[src/inc/rmie_pkg.sv]
package rmie_pkg;
    // ****************************************
    // register map (apb byte addresses)
    // ****************************************
    localparam logic [7:0] RMIE_ADDR_RESTART = 8'h00;
    localparam logic [7:0] RMIE_ADDR_SAVED = 8'h04;
    localparam logic [7:0] RMIE_ADDR_STATE = 8'h08;
    localparam logic [7:0] RMIE_ADDR_STATUS = 8'h0c;
    localparam logic [7:0] RMIE_ADDR_ENABLE = 8'h10;
    localparam logic [7:0] RMIE_ADDR_CLEAR = 8'h14;
    localparam logic [7:0] RMIE_ADDR_VECTOR = 8'h18;
    // ****************************************
    // machine state bit positions (bit 0 = msb)
    // ****************************************
    localparam int RMIE_EE = 31 - 16;
    localparam int RMIE_PR = 31 - 17;
    localparam int RMIE_FP = 31 - 18;
    localparam int RMIE_ME = 31 - 19;
    localparam int RMIE_FE = 31 - 20;
    localparam int RMIE_AL = 31 - 24;
    localparam int RMIE_IP = 31 - 25;
    localparam int RMIE_IR = 31 - 26;
    localparam int RMIE_DR = 31 - 27;
    // bits cleared on entry; reserved bits are never touched
    localparam logic [31:0] RMIE_RESET_CLR = 32'h0000_e8b0;
    localparam logic [31:0] RMIE_MCHK_CLR = 32'h0000_f8b0;
    localparam logic [31:0] RMIE_STATE_RST = 32'h0000_1040;
    localparam logic [31:0] RMIE_OFF_RESET = 32'h0000_0100;
    localparam logic [31:0] RMIE_OFF_MCHK = 32'h0000_0200;
    localparam logic [31:0] RMIE_BASE_LOW = 32'h0000_0000;
    localparam logic [31:0] RMIE_BASE_HIGH = 32'hfff0_0000;
    localparam logic [31:0] RMIE_ADDR_MASK = 32'hffff_fffc;
    // status bits
    localparam int RMIE_ST_RESET = 0;
    localparam int RMIE_ST_MCHK = 1;
    localparam int RMIE_ST_STOP = 2;
    localparam int RMIE_NEV = 3;

    typedef struct packed {
        logic addr_parity;
        logic addr_match;
        logic ecc_uncorr;
    } rmie_mem_err_t;

    typedef struct packed {
        logic [31:0] addr;
        logic valid;
    } rmie_fetch_t;

    typedef enum logic [1:0] {
        RMIE_RUN = 2'b00,
        RMIE_STOPPED = 2'b01
    } rmie_state_t;
endpackage

[src/logic/rmie_entry.sv]
`timescale 1ns/1ps
module rmie_entry
    import rmie_pkg::*;
(
    input wire logic ref_clk,
    input wire logic rst,
    input wire logic sys_reset_req,
    input wire logic [31:0] cur_addr,
    input wire logic [31:0] next_addr,
    input wire logic cur_excepts,
    input wire rmie_mem_err_t icache_reload_err,
    input wire rmie_mem_err_t dcache_reload_err,
    input wire rmie_mem_err_t dcache_store_err,
    input wire logic internal_parity_err,
    input wire logic hang_detect,
    input wire logic hw_err_detect,
    input wire logic psel,
    input wire logic penable,
    input wire logic pwrite,
    input wire logic [7:0] paddr,
    input wire logic [31:0] pwdata,
    output logic [31:0] prdata,
    output logic pready,
    output logic pslverr,
    output rmie_fetch_t fetch_redirect,
    output logic check_stop,
    output logic irq
);
    // ****************************************
    // registers and combinational decode signals
    // ****************************************
    logic [31:0] saved_restart_address;
    logic [31:0] saved_interrupt_state;
    logic [31:0] machine_state;
    logic [RMIE_NEV-1:0] status;
    logic [RMIE_NEV-1:0] enable;
    rmie_state_t state;
    logic mchk_src;
    logic stop_src;
    logic take_reset;
    logic take_mchk;
    logic go_stop;
    logic wr;
    logic rd;
    logic [31:0] next_state;
    logic [RMIE_NEV-1:0] ev;

    assign mchk_src = (|icache_reload_err) | (|dcache_reload_err) | (|dcache_store_err);
    assign stop_src = internal_parity_err | hang_detect | hw_err_detect;
    assign take_reset = sys_reset_req;
    assign take_mchk = !take_reset && state == RMIE_RUN && mchk_src
        && machine_state[RMIE_ME];
    assign go_stop = !take_reset && state == RMIE_RUN
        && ((mchk_src && !machine_state[RMIE_ME]) || stop_src);
    assign wr = psel && penable && pwrite && pready;
    assign rd = psel && !penable && !pwrite;
    assign ev = {go_stop, take_mchk, take_reset};

    // ****************************************
    // machine state update
    // ****************************************
    always_comb
    begin
        next_state = machine_state;
        if (take_reset)
        begin
            next_state = machine_state & ~RMIE_RESET_CLR;
        end
        else if (take_mchk)
        begin
            next_state = machine_state & ~RMIE_MCHK_CLR;
        end
        else if (wr && paddr == RMIE_ADDR_STATE && state == RMIE_RUN)
        begin
            next_state = pwdata;
        end
    end

    always_ff @(posedge ref_clk or posedge rst)
    begin
        if (rst)
        begin
            machine_state <= RMIE_STATE_RST;
        end
        else
        begin
            machine_state <= next_state;
        end
    end

    // imprecise entry: later instructions are not fenced here
    always_ff @(posedge ref_clk or posedge rst)
    begin
        if (rst)
        begin
            saved_restart_address <= 32'h0000_0000;
            saved_interrupt_state <= 32'h0000_0000;
        end
        else if (take_reset || take_mchk)
        begin
            saved_restart_address <= (cur_excepts ? cur_addr : next_addr)
                & RMIE_ADDR_MASK;
            saved_interrupt_state <= {16'h0000, machine_state[15:0]};
        end
        else if (wr && paddr == RMIE_ADDR_RESTART)
        begin
            saved_restart_address <= pwdata & RMIE_ADDR_MASK;
        end
        else if (wr && paddr == RMIE_ADDR_SAVED)
        begin
            saved_interrupt_state <= pwdata;
        end
    end

    always_ff @(posedge ref_clk or posedge rst)
    begin
        if (rst)
        begin
            fetch_redirect <= '0;
        end
        else
        begin
            fetch_redirect.valid <= take_reset || take_mchk;
            // held between entries so software can read back the last vector
            if (take_reset || take_mchk)
            begin
                fetch_redirect.addr <= (machine_state[RMIE_IP] ? RMIE_BASE_HIGH : RMIE_BASE_LOW)
                    | (take_reset ? RMIE_OFF_RESET : RMIE_OFF_MCHK);
            end
        end
    end

    // ****************************************
    // check stop
    // ****************************************
    // only a reset request leaves the halt; nothing resumes the old program
    always_ff @(posedge ref_clk or posedge rst)
    begin
        if (rst)
        begin
            state <= RMIE_RUN;
        end
        else
        begin
            case (state)
                RMIE_RUN:
                begin
                    if (go_stop)
                    begin
                        state <= RMIE_STOPPED;
                    end
                end
                RMIE_STOPPED:
                begin
                    if (take_reset)
                    begin
                        state <= RMIE_RUN;
                    end
                end
                default:
                begin
                    state <= RMIE_RUN;
                end
            endcase
        end
    end

    always_ff @(posedge ref_clk or posedge rst)
    begin
        if (rst)
        begin
            check_stop <= 1'b0;
        end
        else
        begin
            check_stop <= take_reset ? 1'b0 : (go_stop || state == RMIE_STOPPED);
        end
    end

    // ****************************************
    // interrupt status
    // ****************************************
    // set wins over a clear in the same cycle
    always_ff @(posedge ref_clk or posedge rst)
    begin
        if (rst)
        begin
            status <= '0;
            enable <= '0;
        end
        else
        begin
            status <= (status & ~((wr && paddr == RMIE_ADDR_CLEAR) ?
                pwdata[RMIE_NEV-1:0] : '0)) | ev;
            if (wr && paddr == RMIE_ADDR_ENABLE)
            begin
                enable <= pwdata[RMIE_NEV-1:0];
            end
        end
    end

    always_ff @(posedge ref_clk or posedge rst)
    begin
        if (rst)
        begin
            irq <= 1'b0;
        end
        else
        begin
            irq <= |(next_status_f() & enable);
        end
    end

    function automatic logic [RMIE_NEV-1:0] next_status_f();
        next_status_f = (status & ~((wr && paddr == RMIE_ADDR_CLEAR) ?
            pwdata[RMIE_NEV-1:0] : '0)) | ev;
    endfunction

    // ****************************************
    // apb slave, zero wait states
    // ****************************************
    always_ff @(posedge ref_clk or posedge rst)
    begin
        if (rst)
        begin
            prdata <= 32'h0000_0000;
            pready <= 1'b0;
            pslverr <= 1'b0;
        end
        else
        begin
            pready <= psel && !penable;
            pslverr <= psel && !penable && paddr > RMIE_ADDR_VECTOR;
            if (rd)
            begin
                case (paddr)
                    RMIE_ADDR_RESTART: prdata <= saved_restart_address;
                    RMIE_ADDR_SAVED: prdata <= saved_interrupt_state;
                    RMIE_ADDR_STATE: prdata <= machine_state;
                    RMIE_ADDR_STATUS: prdata <= {29'h0, status};
                    RMIE_ADDR_ENABLE: prdata <= {29'h0, enable};
                    RMIE_ADDR_VECTOR: prdata <= fetch_redirect.addr;
                    default: prdata <= 32'h0000_0000;
                endcase
            end
        end
    end

    // ****************************************
    // checks
    // ****************************************
    property p_save_low;
        @(posedge ref_clk) disable iff (rst)
        saved_restart_address[1:0] == 2'b00;
    endproperty
    a_save_low: assert property (p_save_low) else $error("restart low bits set");

    property p_reset_vec;
        @(posedge ref_clk) disable iff (rst)
        take_reset |=> fetch_redirect.valid && fetch_redirect.addr[19:0] == 20'h00100;
    endproperty
    a_reset_vec: assert property (p_reset_vec) else $error("bad reset vector");

    property p_mchk_vec;
        @(posedge ref_clk) disable iff (rst)
        take_mchk |=> fetch_redirect.valid && fetch_redirect.addr[19:0] == 20'h00200;
    endproperty
    a_mchk_vec: assert property (p_mchk_vec) else $error("bad mchk vector");

    property p_saved_state;
        @(posedge ref_clk) disable iff (rst)
        (take_reset || take_mchk) |=>
            saved_interrupt_state == {16'h0000, $past(machine_state[15:0])};
    endproperty
    a_saved_state: assert property (p_saved_state) else $error("saved state wrong");

    property p_reset_keep;
        @(posedge ref_clk) disable iff (rst)
        take_reset |=> machine_state[RMIE_ME] == $past(machine_state[RMIE_ME])
            && !machine_state[RMIE_EE] && !machine_state[RMIE_DR];
    endproperty
    a_reset_keep: assert property (p_reset_keep) else $error("reset state wrong");

    property p_mchk_clear;
        @(posedge ref_clk) disable iff (rst)
        take_mchk |=> !machine_state[RMIE_ME]
            && machine_state[RMIE_IP] == $past(machine_state[RMIE_IP]);
    endproperty
    a_mchk_clear: assert property (p_mchk_clear) else $error("mchk state wrong");

    property p_no_mchk_disabled;
        @(posedge ref_clk) disable iff (rst)
        (mchk_src && !machine_state[RMIE_ME] && !sys_reset_req && state == RMIE_RUN)
            |=> !fetch_redirect.valid && check_stop;
    endproperty
    a_no_mchk_disabled: assert property (p_no_mchk_disabled) else $error("mchk while off");

    property p_stop_hold;
        @(posedge ref_clk) disable iff (rst)
        (state == RMIE_STOPPED && !sys_reset_req) |=> check_stop && state == RMIE_STOPPED;
    endproperty
    a_stop_hold: assert property (p_stop_hold) else $error("left check stop");

    property p_prio;
        @(posedge ref_clk) disable iff (rst)
        (sys_reset_req && mchk_src) |=> fetch_redirect.addr[9:8] == 2'b01;
    endproperty
    a_prio: assert property (p_prio) else $error("reset lost priority");
endmodule

[config.mk]
export PLATFORM = sky130hd
export DESIGN_NAME = rmie_entry
export DESIGN_NICKNAME = d
export VERILOG_FILES = /design/src/inc/rmie_pkg.sv /design/src/logic/rmie_entry.sv
export SDC_FILE = /design/constraint.sdc
export NUM_CORES = 1
export LEC_CHECK = 0
export BUFFER_PORTS_ARGS = -buffer_cell sky130_fd_sc_hd__buf_4
export CAP_MARGIN = 30
export CORE_MARGIN = 10
export CORE_UTILIZATION = 35
export CTS_BUF_LIST = sky130_fd_sc_hd__clkbuf_16
export CTS_CLUSTER_SIZE = 16
export DETAILED_ROUTE_END_ITERATION = 8
export RECOVER_POWER = 25
export SYNTH_ARGS = -nofsm -noshare
export SYNTH_HDL_FRONTEND = slang
export SYNTH_SLANG_ARGS = --single-unit
[constraint.sdc]
create_clock -name ref_clk -period 4.7 [get_ports ref_clk]
set_input_delay 0.705 -clock ref_clk [delete_from_list [all_inputs] [get_ports ref_clk]]
set_output_delay 0.705 -clock ref_clk [all_outputs]
set_load 0.02 [all_outputs]
# Yosys cells after proc, flatten, opt, wreduce, memory -nomap -nowiden
# Index checks and enable logic that the tools add are counted.
# totals
reg_bits	173
inputBits	123
word_cells	92
output_inout_bits	69
# op_classes
magnitude_cmp	1
reduce_logical	38
bitwise	11
eq_ne	10
mux	17
# op_table
operator	n
$mux W32	7
$pmux W32 S6	1
$mux W16	3
$or A32 B10 Y32	1
$eq A8 B5 Y1 const B	3
$logic_and A1 B1 Y1	17
$eq A8 B4 Y1 const B	2
$reduce_or A3 Y1	4
$mux W10	1
$eq A8 B3 Y1 const B	1
$gt A8 B5 Y1 const B	1
$logic_not A8 Y1	1
$and A3 B3 Y3	2
$ne A2 B2 Y1 const B	3
$reduce_and A2 Y1	3
$reduce_bool A2 Y1	3
$logic_not A1 Y1	4
$mux W2	2
$or A1 B1 Y1	4
$pmux W2 S2	1
$logic_or A1 B1 Y1	3
$mux W3	1
$not A3 Y3	1
$or A3 B3 Y3	1
6 further kinds	7

# Longest topological paths before layout
# depth
word_depth	10
ltp_mapped	8
mapped_depth_nobuf	4

# Worst setup path before layout
# Ideal clock, no wire load.
# synth_timing
kind	input to register
start	input port paddr[3]
end	register machine_state[0]
setup_ps	125
path_buffers	4
path_slack_ps	2217
required_time_ps	4575
path_stages	8
arrival_time_ps	2358
cell_sequence	buf_4 > or4b_4 > and4bb_1 > buf_6 > nand2b_1 > buf_6 > buf_6 > mux2_4
# synth_via
elab_chain_cells	4
# synth_rtl
element	line	rtl
start: declaration	rmie_entry.sv:20	input wire logic [7:0] paddr,
$eq A8 B4 Y1	rmie_entry.sv:73	else if (wr && paddr == RMIE_ADDR_STATE && state == RMIE_RUN)
$logic_and A1 B1 Y1 (2 in series)	rmie_entry.sv:73	
$reduce_and A3 Y1 (no line)	n/a	
end signal: assignment	rmie_entry.sv:87	machine_state <= next_state;
end: declaration	rmie_entry.sv:34	logic [31:0] machine_state;
# Every way passes these cells.
# A chain may end at the register's enable or synchronous reset.

==> impl_metrics.toml <==
[timing]
drv_slew = 71
setup-tns-final_ns = 0
clock_skew_ns = 0.00786
tightest_slew_ns = 3.14
relative_max_transition_margin_pct = -110
maximum_operating_frequency_mhz = 313
rsz0062_at_grt = "false"
period_needed_ns = 3.20
layout_worst_path_cycle_share_pct = 68.0
setup_viol = 0
final-hold-violation-count = 0

[critical_path]
cp_max_fo = 70
worst_ep_required_time_ns = 5.11
cp.arrival_ns = 3.60
critical_path_class = "input pin to asynchronous set/reset pin"
crit_path_end_kind = "asynchronous set/reset pin"
timing.critical_path.from_type = "input pin"

[placement]
port_buffers = 169
place_congestion = 0.764
hpwl_mm = 14.0

[global_route]
globalRouteTotalUtil_pct = 15.4
global_route.peak_usage_layer = "met2"
grt_antenna_before_repair = 0
grtUsageMet2_pct = 25.1
first_pass_grt_wire_length_mm = 32.5
grt.overflow.total = 0
grt_max_degree = 71
number_of_global_route_vias_before_repair = 5847
grt.met1_usage_pct = 19.8
groute.layer.met3.usage_pct = 4.58

[cts]
cts.sinks = 141
numCtsBuffers = 17
postCtsHoldBufs = 0
cts.htree.levels = 4
clk_pin_slew_ns = 0.06
clkLatencyLatePin_ns = 0.41
tritoncts = "built"
post_cts_resized = 0
cts.repair_timing.setup_buffer_count = 0
clockBufferDepth = 2
clk_root_buffer_cell = "clkbuf_16"

[flow_run]
maxCapViolations = 1

[status]
failed_checks = "capacitance limit, slew limit"
status = "complete, but fails checks"

[pwr]
power.static_leakage_nw = 4.44
pwr-share-seq_pct = 45.1
vdd_drop_max_mv = 0.225
clock_power_share_pct = 44.7
p_int_mw = 2.14
share_comb_of_total_power_pct = 10.2
power.switching_fraction_pct = 23.8
power_density_over_the_cells_nw_per_um2 = 306
netSwitchingPower_mw = 0.666

[layout]
flow.area_growth_from_synthesis_pct = 26.0
layout_cell_share_with_drive_strength_beyond_1_pct = 31.5
antennaDiodeCount = 0
nets = 967
utilization_pct = 45.1
layout_commonest_cell = "buf_4"
most-common-layout-cells = "174 x buf_4, 139 x dfrtp_1, 114 x nand2_1"

[detailed_routing]
drc = 0
routed_via_density = 5.00
detailedRoute.firstIterationViolations = 253
wl_per_cell_um = 18.4
vias = 5626
drt_wl_total_mm = 20.7
drt-pass1-iter-count = 4
antenna_violating_nets_post_route = 0

[worst_hold_path]
worst_hold_path_type = "flip-flop to flip-flop"

[die]
core_area_sq_um = 20300
effective_utilization_at_floorplan_pct = 35.8
row_count = 52
io-pin-count = 192
die-height_um = 164
dieWidth_um = 164
die-area_sq_um = 26900

[synthesis]
synth.lib_cells_used.distinct = 45
yosys-top-cells-area = "dfrtp_1 48%, mux2i_1 12%, nand2_1 5.9%"
synthFlopType = "dfrtp_1"
synth-edff-count = 0
yosys_warnings = 0
yosys.area.top_type_share_pct = 47.9
ffs_latches_synth = 141
yosysSeqAreaShare_pct = 48.6
synthCells = 706
syn_avg_cell_area_sq_um = 10.3
synth_top_cell_by_area = "dfrtp_1"
async_reset_ff_share_pct = 100
netlist_area_before_placement_sq_um = 7270
[kinds of logic after synthesis]
family / after synthesis / share of synthesized area (%)
other: 1 / 0.0516
AOI/OAI and AO/OA: 161 / 12.7
DFF: 141 / 48.6
muxes: 141 / 21.4
and+or+nand+nor: 179 / 10.9
buffers and inverters: 83 / 6.40
[final timing paths]
check                           slack (ns)                        end  cells after the start         startpoint
worst max-delay path                  1.50           machine_state[8]                      3                rst
worst min-delay path                  0.48                 prdata[20]                      2         prdata[20]
worst max register to register        2.28   saved_interrupt_state[6]                      6  machine_state[12]
worst min register to register        0.48                 prdata[20]                      2         prdata[20]
max in group ref_clk                  1.67  saved_interrupt_state[28]                      6           paddr[2]
min in group asynchronous             1.22  saved_restart_address[23]                      2                rst
[worst max-delay path: stages]
cell,delay [ns]
clkbuf_4,0.11
clkinvlp_2,1.76
clkbuf_2,0.97
[per-stage QoR]
step | instances | power (mW) | hold slack, ns | instance area (sq um) | setup slack, ns
after detailed placement | 1094 | 1.57 | 0.471 | 8600 | 1.23
final | 1125 | 2.80 | 0.478 | 9160 | 1.50
after CTS | 1124 | 2.84 | 0.416 | 9140 | 1.66
after floorplan | 723 | 1.45 | 0.460 | 7330 | 0.217
after global routing | 1125 | 2.93 | 0.505 | 9160 | 0.962
after global placement | 1094 | 1.57 | 0.463 | 8600 | 1.23
[registers in the layout, summed over array words and instances, names as in the netlist, 3 cells and up]
register               flops
enable                     3
fetch_redirect             4
machine_state             32
prdata                    32
saved_interrupt_state     32
saved_restart_address     30
status                     3
[cell type report]
type,count,area (sq um)
Multi-Input combinational cell,499,3370
Timing Repair Buffer,178,1350
Inverter,7,27.5
Sequential cell,141,3530
Fill cell,1996,11100
Clock inverter,13,113
Tap cell,270,338
Clock buffer,17,425
[power groups by stage]
stage	Combinational (mW)	Clock (mW)	Sequential (mW)
floorplan	0.165	0	1.28
global placement	0.287	0	1.28
detailed placement	0.290	0	1.28
CTS	0.291	1.28	1.26
global route	0.320	1.34	1.27
finish	0.286	1.25	1.26
[cell usage after synthesis, types with 2 or more instances]
cell type,n
dfrtp_1,139
nand2_1,114
mux2i_1,85
o21ai_0,82
a21oi_1,46
mux2_2,36
buf_4,31
clkbuf_1,29
nor2_1,26
mux2_4,20
o2bb2ai_1,12
and3_1,6
buf_1,6
buf_2,6
inv_1,6
nand4_1,6
nor3_1,5
buf_6,4
nand2b_1,4
a22o_1,3
a32oi_1,3
and4_1,3
nor2b_1,3
nor4_1,3
a21o_1,2
dfstp_2,2
nand3_1,2
nor3b_1,2
nor4b_1,2
o21a_1,2
o22a_1,2
[layer usage]
metal  share of wire (%)  wire (um)
met5                   0          0
met4                0.57        117
met3                 5.4       1130
met2                  50      10300
met1                  44       9170
No activity file was read; power rests on OpenSTA's default activity.
